## src/rtl/adc_startup_regs.vh

```
// Register map, field positions, reset values and timing counts for the start-up sequencer.
// Assumes a 100 MHz register clock and a 32-bit AXI4-Lite register bus.
`ifndef ADC_STARTUP_REGS_VH
`define ADC_STARTUP_REGS_VH

// Byte offsets of the three registers
`define REG_CTRL_OFS            4'h0
`define REG_MODE_OFS            4'h4
`define REG_STATUS_OFS          4'h8

// Control register fields
`define CTRL_LINK_EN_BIT        0
`define CTRL_CAL_EN_BIT         1
`define CTRL_SYNC_SEL_BIT       2
`define CTRL_OVERRANGE_ENABLE_BIT         3
`define CTRL_CAL_TRIG_BIT       4
`define CTRL_CAL_BG_BIT         5
`define CTRL_OFS_CAL_BIT        6
`define CTRL_WIDTH              7
`define CTRL_RESET              7'h03

// Mode register fields
`define MODE_LINK_MODE_SELECT_LSB          0
`define MODE_LINK_MODE_SELECT_MSB          4
`define MODE_KM1_LSB            8
`define MODE_KM1_MSB            12
`define MODE_RESET              32'h0000_1F00
`define SINGLE_CH_LAST_MODE     5'h01

// Link and calibration state codes
`define LINK_HALT               2'h0
`define LINK_CGS                2'h1
`define LINK_ILAS               2'h2
`define LINK_DATA               2'h3
`define CAL_IDLE                2'h0
`define CAL_RUN                 2'h1
`define CAL_DONE                2'h2

// Timing: one calibration run, and number of multiframes in the lane alignment sequence
`define CAL_RUN_NS              1000
`define CLK_PERIOD_NS           10
`define CAL_RUN_CYCLES          (`CAL_RUN_NS / `CLK_PERIOD_NS)
`define ILAS_MULTIFRAMES        4

// AXI response codes
`define AXI_RESP_OKAY           2'h0
`define AXI_RESP_SLVERR         2'h2

`endif

```

## src/rtl/pin_sync3.v

```verilog
// Three-flop input synchroniser, one lane per bit, with agreement filter.
// Assumes asynchronous pin levels; output changes only when stages two and three agree.
`timescale 1ns/100ps
module pin_sync3 #(
    parameter WIDTH = 1
) (
    input  wire             aclk,
    input  wire             aresetn,
    input  wire [WIDTH-1:0] pin_in,
    input  wire [WIDTH-1:0] reset_level,
    output wire [WIDTH-1:0] level_out
);
    genvar i;
    generate
        for (i = 0; i < WIDTH; i = i + 1) begin : lane
            reg s1_r;      // Metastability catcher, read only by s2
            reg s2_r;      // Second stage
            reg s3_r;      // Third stage
            reg stable_r;  // Filtered level
            // Clocked chain; the reset level is sampled by a clocked process, not latched async
            always @(posedge aclk) begin
                if (!aresetn) begin
                    s1_r     <= reset_level[i];
                    s2_r     <= reset_level[i];
                    s3_r     <= reset_level[i];
                    stable_r <= reset_level[i];
                end else begin
                    s1_r <= pin_in[i];
                    s2_r <= s1_r;
                    s3_r <= s2_r;
                    // Accept a change only once two stages agree
                    if (s2_r == s3_r) begin
                        stable_r <= s3_r;
                    end
                end
            end
            assign level_out[i] = stable_r;
        end
    endgenerate
endmodule

```

## src/rtl/adc_startup_sequencer.v

```verilog
// Start-up sequencer: register file over AXI4-Lite, link and calibration state machines,
// and regulator enable sequencing. Assumes one 100 MHz clock and asynchronous pin inputs.
//
// The register addresses and register access over AXI4-Lite were chosen for this implementation.
`timescale 1ns/100ps
`include "adc_startup_regs.vh"
module adc_startup_sequencer (
    input  wire        aclk,
    input  wire        aresetn,
    // AXI4-Lite slave
    input  wire [3:0]  s_axi_awaddr,
    input  wire        s_axi_awvalid,
    output wire        s_axi_awready,
    input  wire [31:0] s_axi_wdata,
    input  wire [3:0]  s_axi_wstrb,
    input  wire        s_axi_wvalid,
    output wire        s_axi_wready,
    output reg  [1:0]  s_axi_bresp,
    output reg         s_axi_bvalid,
    input  wire        s_axi_bready,
    input  wire [3:0]  s_axi_araddr,
    input  wire        s_axi_arvalid,
    output wire        s_axi_arready,
    output reg  [31:0] s_axi_rdata,
    output reg  [1:0]  s_axi_rresp,
    output reg         s_axi_rvalid,
    input  wire        s_axi_rready,
    // Link pins
    input  wire        single_ended_sync_n,
    input  wire        timestamp_sync_n,
    output reg  [1:0]  link_char_sel,
    output reg  [4:0]  link_mode_out,
    output reg  [4:0]  multiframe_len_minus_one,
    output reg         dual_edge_sample,
    output reg         overrange_enable,
    // Calibration
    output reg         cal_running,
    output reg         cal_background,
    output reg         cal_offset_en,
    // Power sequencing
    input  wire        analog_supply_high_pgood,
    output wire        core_supply_low_enable
);
    // Register file
    reg  [`CTRL_WIDTH-1:0] ctrl_r;        // Control bits
    reg  [31:0]            mode_r;        // Link mode and multiframe length
    reg  [1:0]             link_state_r;  // Link state machine
    reg  [1:0]             cal_state_r;   // Calibration state machine
    reg  [15:0]            cal_cnt_r;     // Calibration run counter
    reg  [8:0]             ilas_cnt_r;    // Frames left in the alignment sequence
    reg                    trig_prev_r;   // Trigger value before the latest write
    reg                    cal_en_prev_r; // Calibration enable one cycle ago
    reg                    pg_en_r;       // Power-good seen stable
    // Write channel capture
    reg                    aw_got_r;
    reg  [3:0]             aw_addr_r;
    reg                    w_got_r;
    reg  [31:0]            w_data_r;
    reg  [3:0]             w_strb_r;

    // Synchronised pin levels: {pgood, timestamp, single-ended}
    wire [2:0] pins_sync;
    pin_sync3 #(
        .WIDTH(3)
    ) u_pin_sync (
        .aclk       (aclk),
        .aresetn    (aresetn),
        .pin_in     ({analog_supply_high_pgood, timestamp_sync_n, single_ended_sync_n}),
        .reset_level(3'b011),
        .level_out  (pins_sync)
    );

    // Pick the sync request source
    wire sync_req_n = ctrl_r[`CTRL_SYNC_SEL_BIT] ? pins_sync[1] : pins_sync[0];

    // Write handshake: address and data may arrive in either order
    assign s_axi_awready = !aw_got_r && !s_axi_bvalid;
    assign s_axi_wready  = !w_got_r && !s_axi_bvalid;
    wire        aw_now   = aw_got_r | (s_axi_awvalid & s_axi_awready);
    wire        w_now    = w_got_r | (s_axi_wvalid & s_axi_wready);
    wire [3:0]  wr_addr  = aw_got_r ? aw_addr_r : s_axi_awaddr;
    wire [31:0] wr_data  = w_got_r ? w_data_r : s_axi_wdata;
    wire [3:0]  wr_strb  = w_got_r ? w_strb_r : s_axi_wstrb;
    wire        wr_fire  = aw_now && w_now && !s_axi_bvalid;
    wire        wr_ctrl  = wr_fire && (wr_addr[3:2] == `REG_CTRL_OFS >> 2);
    wire        wr_mode  = wr_fire && (wr_addr[3:2] == `REG_MODE_OFS >> 2);
    wire        wr_known = wr_ctrl || wr_mode || (wr_addr[3:2] == `REG_STATUS_OFS >> 2);
    assign s_axi_arready = !s_axi_rvalid;

    // Byte-lane merge for the two writable registers
    reg [31:0] ctrl_wide;
    reg [31:0] mode_nxt;
    integer b;
    always @* begin
        ctrl_wide = {25'h0, ctrl_r};
        mode_nxt  = mode_r;
        for (b = 0; b < 4; b = b + 1) begin
            if (wr_strb[b]) begin
                ctrl_wide[b*8 +: 8] = wr_data[b*8 +: 8];
                mode_nxt[b*8 +: 8]  = wr_data[b*8 +: 8];
            end
        end
    end

    // Register writes and write response
    always @(posedge aclk) begin
        if (!aresetn) begin
            ctrl_r       <= `CTRL_RESET;
            mode_r       <= `MODE_RESET;
            aw_got_r     <= 1'b0;
            aw_addr_r    <= 4'h0;
            w_got_r      <= 1'b0;
            w_data_r     <= 32'h0000_0000;
            w_strb_r     <= 4'h0;
            s_axi_bvalid <= 1'b0;
            s_axi_bresp  <= `AXI_RESP_OKAY;
            trig_prev_r  <= 1'b0;
        end else begin
            // Hold whichever half arrived first
            if (s_axi_awvalid && s_axi_awready && !wr_fire) begin
                aw_got_r  <= 1'b1;
                aw_addr_r <= s_axi_awaddr;
            end
            if (s_axi_wvalid && s_axi_wready && !wr_fire) begin
                w_got_r  <= 1'b1;
                w_data_r <= s_axi_wdata;
                w_strb_r <= s_axi_wstrb;
            end
            if (wr_fire) begin
                aw_got_r     <= 1'b0;
                w_got_r      <= 1'b0;
                s_axi_bvalid <= 1'b1;
                // Status is read-only; writing it is harmless but unmapped is an error
                s_axi_bresp  <= wr_known ? `AXI_RESP_OKAY : `AXI_RESP_SLVERR;
                if (wr_ctrl) begin
                    ctrl_r      <= ctrl_wide[`CTRL_WIDTH-1:0];
                    trig_prev_r <= ctrl_r[`CTRL_CAL_TRIG_BIT];
                end
                // Mode is taken as written; the host is trusted to halt first
                if (wr_mode) begin
                    mode_r <= mode_nxt;
                end
            end else if (s_axi_bvalid && s_axi_bready) begin
                s_axi_bvalid <= 1'b0;
            end
        end
    end

    // Read path: answer one cycle after the address is taken
    always @(posedge aclk) begin
        if (!aresetn) begin
            s_axi_rvalid <= 1'b0;
            s_axi_rdata  <= 32'h0000_0000;
            s_axi_rresp  <= `AXI_RESP_OKAY;
        end else if (s_axi_arvalid && s_axi_arready) begin
            s_axi_rvalid <= 1'b1;
            s_axi_rresp  <= `AXI_RESP_OKAY;
            case (s_axi_araddr[3:2])
                `REG_CTRL_OFS >> 2: s_axi_rdata <= {25'h0, ctrl_r};
                `REG_MODE_OFS >> 2: s_axi_rdata <= {19'h0, mode_r[12:8], 3'h0, mode_r[4:0]};
                `REG_STATUS_OFS >> 2: begin
                    // Live state of both machines, sync request and supply
                    s_axi_rdata <= {24'h0, core_supply_low_enable, pins_sync[2], sync_req_n,
                                    1'b0, cal_state_r, link_state_r};
                end
                default: begin
                    s_axi_rdata <= 32'h0000_0000;
                    s_axi_rresp <= `AXI_RESP_SLVERR;
                end
            endcase
        end else if (s_axi_rvalid && s_axi_rready) begin
            s_axi_rvalid <= 1'b0;
        end
    end

    // Frames in the alignment sequence: K is the field plus one
    wire [31:0] ilas_frames_w = (mode_r[`MODE_KM1_MSB:`MODE_KM1_LSB] + 32'd1) * `ILAS_MULTIFRAMES;
    wire [8:0]  ilas_frames   = ilas_frames_w[8:0];

    // Link state machine
    always @(posedge aclk) begin
        if (!aresetn) begin
            link_state_r <= `LINK_HALT;
            ilas_cnt_r   <= 9'h000;
        end else if (!ctrl_r[`CTRL_LINK_EN_BIT]) begin
            // Disabled link sits in halt so settings can change
            link_state_r <= `LINK_HALT;
        end else begin
            case (link_state_r)
                `LINK_HALT: link_state_r <= `LINK_CGS; // Re-enable restarts the link
                `LINK_CGS: begin
                    // Leave code-group sync once the receiver releases its request
                    if (sync_req_n) begin
                        link_state_r <= `LINK_ILAS;
                        ilas_cnt_r   <= ilas_frames - 9'd1;
                    end
                end
                `LINK_ILAS: begin
                    if (!sync_req_n) begin
                        link_state_r <= `LINK_CGS; // Resync request restarts
                    end else if (ilas_cnt_r == 9'h000) begin
                        link_state_r <= `LINK_DATA;
                    end else begin
                        ilas_cnt_r <= ilas_cnt_r - 9'd1;
                    end
                end
                `LINK_DATA: begin
                    if (!sync_req_n) begin
                        link_state_r <= `LINK_CGS;
                    end
                end
                default: link_state_r <= `LINK_HALT;
            endcase
        end
    end

    // Calibration state machine
    reg  trig_seen_r; // Edge consumed so it starts one run only
    wire trig_rise = ctrl_r[`CTRL_CAL_TRIG_BIT] && !trig_prev_r;
    wire cal_start = (ctrl_r[`CTRL_CAL_EN_BIT] && !cal_en_prev_r) || (trig_rise && !trig_seen_r);
    wire [31:0] cal_load_w = `CAL_RUN_CYCLES - 1; // Kept wide, then cut to the counter
    always @(posedge aclk) begin
        if (!aresetn) begin
            cal_state_r   <= `CAL_IDLE;
            cal_cnt_r     <= 16'h0000;
            cal_en_prev_r <= 1'b0;
            trig_seen_r   <= 1'b0;
        end else begin
            cal_en_prev_r <= ctrl_r[`CTRL_CAL_EN_BIT];
            trig_seen_r   <= trig_rise;
            if (!ctrl_r[`CTRL_CAL_EN_BIT]) begin
                cal_state_r <= `CAL_IDLE; // Halted while disabled
            end else begin
                case (cal_state_r)
                    `CAL_IDLE, `CAL_DONE: begin
                        // Enable or trigger 0-to-1 starts a run
                        if (cal_start) begin
                            cal_state_r <= `CAL_RUN;
                            cal_cnt_r   <= cal_load_w[15:0];
                        end
                    end
                    `CAL_RUN: begin
                        if (cal_cnt_r == 16'h0000) begin // Background mode keeps recalibrating
                            cal_state_r <= ctrl_r[`CTRL_CAL_BG_BIT] ? `CAL_RUN : `CAL_DONE;
                            cal_cnt_r   <= cal_load_w[15:0];
                        end else begin
                            cal_cnt_r <= cal_cnt_r - 16'd1;
                        end
                    end
                    default: cal_state_r <= `CAL_IDLE;
                endcase
            end
        end
    end

    // Registered outputs to the datapath
    always @(posedge aclk) begin
        if (!aresetn) begin
            link_char_sel            <= `LINK_HALT;
            link_mode_out            <= 5'h00;
            multiframe_len_minus_one <= 5'h1F;
            dual_edge_sample         <= 1'b1;
            overrange_enable         <= 1'b0;
            cal_running              <= 1'b0;
            cal_background           <= 1'b0;
            cal_offset_en            <= 1'b0;
            pg_en_r                  <= 1'b0;
        end else begin
            link_char_sel            <= link_state_r;
            link_mode_out            <= mode_r[`MODE_LINK_MODE_SELECT_MSB:`MODE_LINK_MODE_SELECT_LSB];
            multiframe_len_minus_one <= mode_r[`MODE_KM1_MSB:`MODE_KM1_LSB];
            // Single-channel modes interleave on both edges; clock rate is unchanged
            dual_edge_sample <= (mode_r[`MODE_LINK_MODE_SELECT_MSB:`MODE_LINK_MODE_SELECT_LSB] <= `SINGLE_CH_LAST_MODE);
            overrange_enable         <= ctrl_r[`CTRL_OVERRANGE_ENABLE_BIT];
            cal_running              <= (cal_state_r == `CAL_RUN);
            cal_background           <= ctrl_r[`CTRL_CAL_BG_BIT];
            cal_offset_en            <= ctrl_r[`CTRL_OFS_CAL_BIT];
            pg_en_r                  <= pins_sync[2]; // Enable only after stable power-good
        end
    end

    // Raw pin gates the enable so a supply loss drops it at once, without sync delay
    assign core_supply_low_enable = pg_en_r & analog_supply_high_pgood;
endmodule

```

## config.mk

```make
export PLATFORM = sky130hd
export DESIGN_NAME = adc_startup_sequencer
export DESIGN_NICKNAME = d
export VERILOG_FILES = /design/src/rtl/pin_sync3.v /design/src/rtl/adc_startup_sequencer.v
export VERILOG_INCLUDE_DIRS = /design/src /design/src/rtl
export SDC_FILE = /design/constraint.sdc
export NUM_CORES = 1
export LEC_CHECK = 0
export BUFFER_PORTS_ARGS = -buffer_cell sky130_fd_sc_hd__buf_2
export CORE_MARGIN = 1
export CORE_UTILIZATION = 40
export CTS_CLUSTER_SIZE = 25
export DETAILED_ROUTE_END_ITERATION = 12
export SLEW_MARGIN = 20
export SYNTH_ARGS = -nofsm -noshare
export SYNTH_HDL_FRONTEND = slang
export SYNTH_HIERARCHICAL = 1
export SYNTH_SLANG_ARGS = --single-unit
```

## constraint.sdc

```tcl
create_clock -name aclk -period 2.65 [get_ports aclk]
set_input_delay 0.53 -clock aclk [delete_from_list [all_inputs] [get_ports aclk]]
set_output_delay 0.53 -clock aclk [all_outputs]
set_load 0.005 [all_outputs]
```

# == Word level (Yosys, flattened, before mapping) ==
# Index checks and enable logic that the tools add are counted.
# word_totals
reg_bits,138
latch_bits,0
ramBits,0
romBits,0
input_bits,54
output_inout_bits,59
wordCells,148
mem_count,0
# op_classes
add_sub_neg,4
n_mul,0
n_div,0
order_cmp,1
n_eq_ne,19
n_shift,0
mux,27
n_bitwise,6
n_reduce_logical,50
# op_table
op,n
one-hot mux 13 bit (3 select lines),1
two-way mux 16 bit,2
one-hot mux 16 bit (2 select lines),1
two-way mux 9 bit,3
two-way mux 2 bit,10
one-hot mux 9 bit (2 select lines),1
logical AND 1 bit,16
zero test 16 bit,1
subtractor 16 x 1 -> 16 bit (second input constant),1
AND reduction 3 bit,5
two-way mux 13 bit,1
!= test 2 bit (second input constant),6
equality test 2 bit (second input constant),5
zero test 9 bit,1
subtractor 8 x 1 -> 9 bit (second input constant),1
subtractor 9 x 1 -> 9 bit (second input constant),1
equality test 2 x 1 -> 1 bit (second input constant),4
zero test 1 bit,8
zero test 2 bit,4
one-hot mux 2 bit (4 select lines),1
AND reduction 2 bit,4
nonzero test 2 bit,4
adder 5 x 1 -> 6 bit (second input constant),1
<= comparator 5 x 1 -> 1 bit (second input constant),1
12 further kinds,24

# == Longest topological paths before layout ==
# depth
word_depth,10
depth_mapped,8
depth_no_buf,7

# == Hierarchy ==
# The synthesis kept the hierarchy.
# modules_own_cells
mod,instances,cells_each,area_each_um2,seq_area_each_um2
adc_startup_sequencer,1,549,4797.1,2042.0
pin_sync3,1,50,493.0,270.3

# == Least setup slack after synthesis ==
# No wires, ideal clock.
# synth_path
path_type,register to register
start,reg cal_cnt_r[0]
end,reg cal_cnt_r[5]
setup_ns,0.088
arrival_ns,2.043
required_time_ns,2.562
setup_slack_ns,0.519
stages_incl_launch_ff,9
path_buffers,1
period_less_slack_ns,2.131
cell_sequence,dfxtp_1 > inv_1 > ha_1 > or4b_1 > buf_2 > or4_4 > nand3_2 > a21oi_2 > a311oi_2
# synth_via
elab_chain_len,3
elab_cells_between_ends,4
cone_classes,add/sub: 1; mux: 2; reduce/logical: 1
# synth_rtl
item,line_no,source
"start, declared",adc_startup_sequencer.v:49,reg [15:0] cal_cnt_r;
"start signal, assigned",adc_startup_sequencer.v:239,cal_cnt_r <= cal_load_w[15:0];
"start signal, assigned",adc_startup_sequencer.v:245,cal_cnt_r <= cal_load_w[15:0];
"start signal, assigned",adc_startup_sequencer.v:247,cal_cnt_r <= cal_cnt_r - 16'd1;
subtractor 16 x 1 -> 16 bit / zero test 16 bit (equally long branches),"adc_startup_sequencer.v:247, adc_startup_sequencer.v:243",
two-way mux 16 bit (*),adc_startup_sequencer.v:243,if (cal_cnt_r == 16'h0000) begin
one-hot mux 16 bit (2 select lines) (*),adc_startup_sequencer.v:234,case (cal_state_r)
# Mark *: on every way between the ends. The rest lies on a longest branch, timed or not.
# A chain may end at the register's enable or synchronous reset.

# == Worst setup path after layout ==
# Same ends and word-level chain as after synthesis.

==> results.cfg <==
[clock_tree]
cts_tree = built
cts_hold_buf = 0
cts_made_buffers = 17
clock_sinks = 114
htreeDepth = 4
clkLatencyLatePin_ps = 420
cts_resized = 0
cts_buffer_depth = 2
post_cts_buffers = 0
path_clk_slew_ps = 50
cts_root_buf = clkbuf_16

[floorplanning]
die-area_um2 = 13700
core_area_um2 = 12800
std_cell_rows = 41
initial_utilization = 0.414
io_pins = 113
die_y_um = 117
dieWidth_um = 117

[final_layout]
fin_area_um2 = 6250
fill_cells = 1239
drive_above_1_share = 0.185
syn_to_final_growth_pct = 18.2
final_nets = 725
n_antenna_cell = 0

[grt]
overflow = 0
grt_use_met3 = 0.0541
top_usage_layer = met2
grt_pass1_wl_um = 19700
grt_use_total = 0.191
grt_antenna_before_repair = 0
globalRouteMet2Util = 0.315
grt_pass1_vias = 4031
met1_usage = 0.231
grt_max_degree = 41

[sta]
fin_ws_ps = 291
timing.final.max_slew_violations = 0
fin_hold_ws_ps = 293
finClkSkew_ps = 7.37
tightest_slew_ps = 773
fmax_mhz = 424
rsz0062_at_grt = false
setup-violations-final = 0
setup_tns_ps = 0
hold_viol = 0
slew_headroom = 0.484
fin_crit_ps = 2360
min_period_over_period = 0.890

[power]
ir_drop_mv = 0.509
p_leak_uw = 0.00275
power_density_nw_per_um2 = 798

[yosys]
synthCells = 599
syn-cell-area_um2 = 5290
yosysWarnings = 6
yosys.area.top_type = dfxtp_1
avgSynthCellArea_um2 = 8.83
ys_seq_elements = 114
synth.top_cell.area_share = 0.420
ys.flop_type = dfxtp_1
yosys-top-cells-area = dfxtp_1 (42%), mux2i_1 (8.7%), nor2_1 (5.6%)
synth_edf_count = 3
synth_cell_types = 63
yosysSeqAreaShare = 0.437
ys_async_sr_fraction = 0

[worst_hold_path]
hp-start = s_axi_rready
holdPathStages = 2
min_path_type = input pin to flip-flop
hold_end = s_axi_rvalid

[placed_design]
place_area_um2 = 5680
dp_hpwl_um = 8470
dp_slack_ps = 328
io_buffers = 65
gp_congestion = 0.865

[drt]
wl_um = 12000
post-route-drc-count = 0
via_per_inst = 5.14
dr_total_vias = 4358
dr.pass1.iters = 4
antenna_left = 0
wl_per_cell_um = 14.2
first_iter_violations = 185

[worst_setup_path]
path_max_fanout = 7
cp.required_ps = 2980
r2r-start = cal_cnt_r[0]
critPathKind = flip-flop to flip-flop
start_kind = flip-flop
r2r_end = cal_cnt_r[5]
reg2reg_depth = 7
rrSetupSlack_ps = 290
cp-end-kind = flip-flop
cp.arrival_ps = 2680

[status]
outcome = finished clean

[flow_run]
max-cap-violations = 0
-- where the power goes --
part	switching [uW]	internal, uW
combinational	501	352
clock	747	1430
sequential	118	1850
total	1370	3630
-- sequential cells by signal (all words and copies together), names as in the netlist, 3 cells and up --
| name | cells |
|---|---|
| cal_cnt_r | 16 |
| s_axi_rdata | 13 |
| w_data_r | 12 |
| mode_r | 10 |
| ilas_cnt_r | 9 |
| ctrl_r | 7 |
| link_mode_out | 5 |
| multiframe_len_minus_one | 5 |
| u_pin_sync/lane.s1_r | 3 |
| u_pin_sync/lane.s2_r | 3 |
| u_pin_sync/lane.s3_r | 3 |
| u_pin_sync/lane.stable_r | 3 |
-- worst max-delay path, cell delays in order, from the launching register on --
cell and delay [ps]:
dfxtp_1 330, inv_1 70, ha_1 230, or4b_1 630, or4_4 600, nand3_2 100
a21oi_2 60, a311oi_2 240
-- cell type report --
class,count,area (um2),share of cell area
multi-input cells,440,2690,0.430
well taps,172,215,0.0344
inverters,15,56.3,0.00900
flip-flops and latches,114,2310,0.370
repair buffers,76,408,0.0652
clock inverters,4,47.5,0.00760
clock buffers,27,523,0.0836
-- cell families (layout without fill, tap and decap cells) --
family                     Yosys count  after routing  share of synthesized area
and+or+nand+nor                    237            237                      0.218
DFF                                114            114                      0.437
AOI/OAI and AO/OA                  111            111                      0.140
buffers and inverters               67            122                     0.0698
muxes                               56             56                      0.108
adders and majority gates            7              7                     0.0166
xor gates and xnor gates             5              5                    0.00828
other                                2             24                    0.00142
-- synth_stat cells (4+ instances only) --
library cell  instances
nor2_1               79
and2_1               12
a21oi_1              28
nor3_1               23
nand2b_1             11
a211oi_1              8
mux2i_1              46
buf_4                24
and3_1                4
o211ai_1             10
nand4_1               4
a22oi_1               6
nor2b_1               5
or3_1                 5
ha_1                  7
dfxtp_1             111
nand2_1              62
inv_1                13
or4_1                 6
nand3_1              10
o21ai_0              24
mux2_2               10
clkbuf_1             21
-- worst max-delay path by stage --
stage                             start             to  slack, ps  depth (start not counted)
after global placement     cal_cnt_r[0]   cal_cnt_r[5]        360                          7
after floorplan            cal_cnt_r[0]   cal_cnt_r[5]        520                          8
after detailed placement  ilas_cnt_r[0]  ilas_cnt_r[2]        330                          7
final                      cal_cnt_r[0]   cal_cnt_r[5]        290                          7
after CTS                  cal_cnt_r[0]   cal_cnt_r[5]        300                          7
after global routing       cal_cnt_r[0]  cal_cnt_r[13]         60                          7
-- layer usage --
layer | vias to the layer above | part of all wire | wire (um)
met3 | 21 | 0.039 | 470
met1 | 2057 | 0.46 | 5490
met5 | - | 0 | 0
met4 | 0 | 0.019 | 233
li1 | 2190 | - | -
met2 | 90 | 0.48 | 5820
-- stage by stage --
| step | total power (uW) | cells | util |
|---|---|---|---|
| after floorplan | 2650 | 621 | - |
| after global placement | 2820 | 817 | 0.445 |
| after detailed placement | 2850 | 817 | 0.445 |
| after CTS | 5030 | 848 | 0.490 |
| after global routing | 5240 | 848 | 0.490 |
| final | 4990 | 848 | 0.490 |
-- cell usage in the layout, fill, tap and decap left out, drive strengths merged, types with 3 or more instances in the layout --
cell	instances
dfxtp	111
nor2	79
buf	76
nand2	62
mux2i	46
a21oi	29
clkbuf	27
o21ai	24
conb	24
nor3	23
nand2b	14
inv	13
and2	12
nand3	11
mux2	10
o211ai	10
a211oi	8
ha	7
or4	7
a22oi	6
or3	5
nor2b	5
and3	4
nand4	4
o21a	4
clkinv	4
nor3b	3
o41ai	3
o31ai	3
a31oi	3
a221oi	3
xor2	3
edfxtp	3
a311oi	3
(Power assumes the default switching activity.)
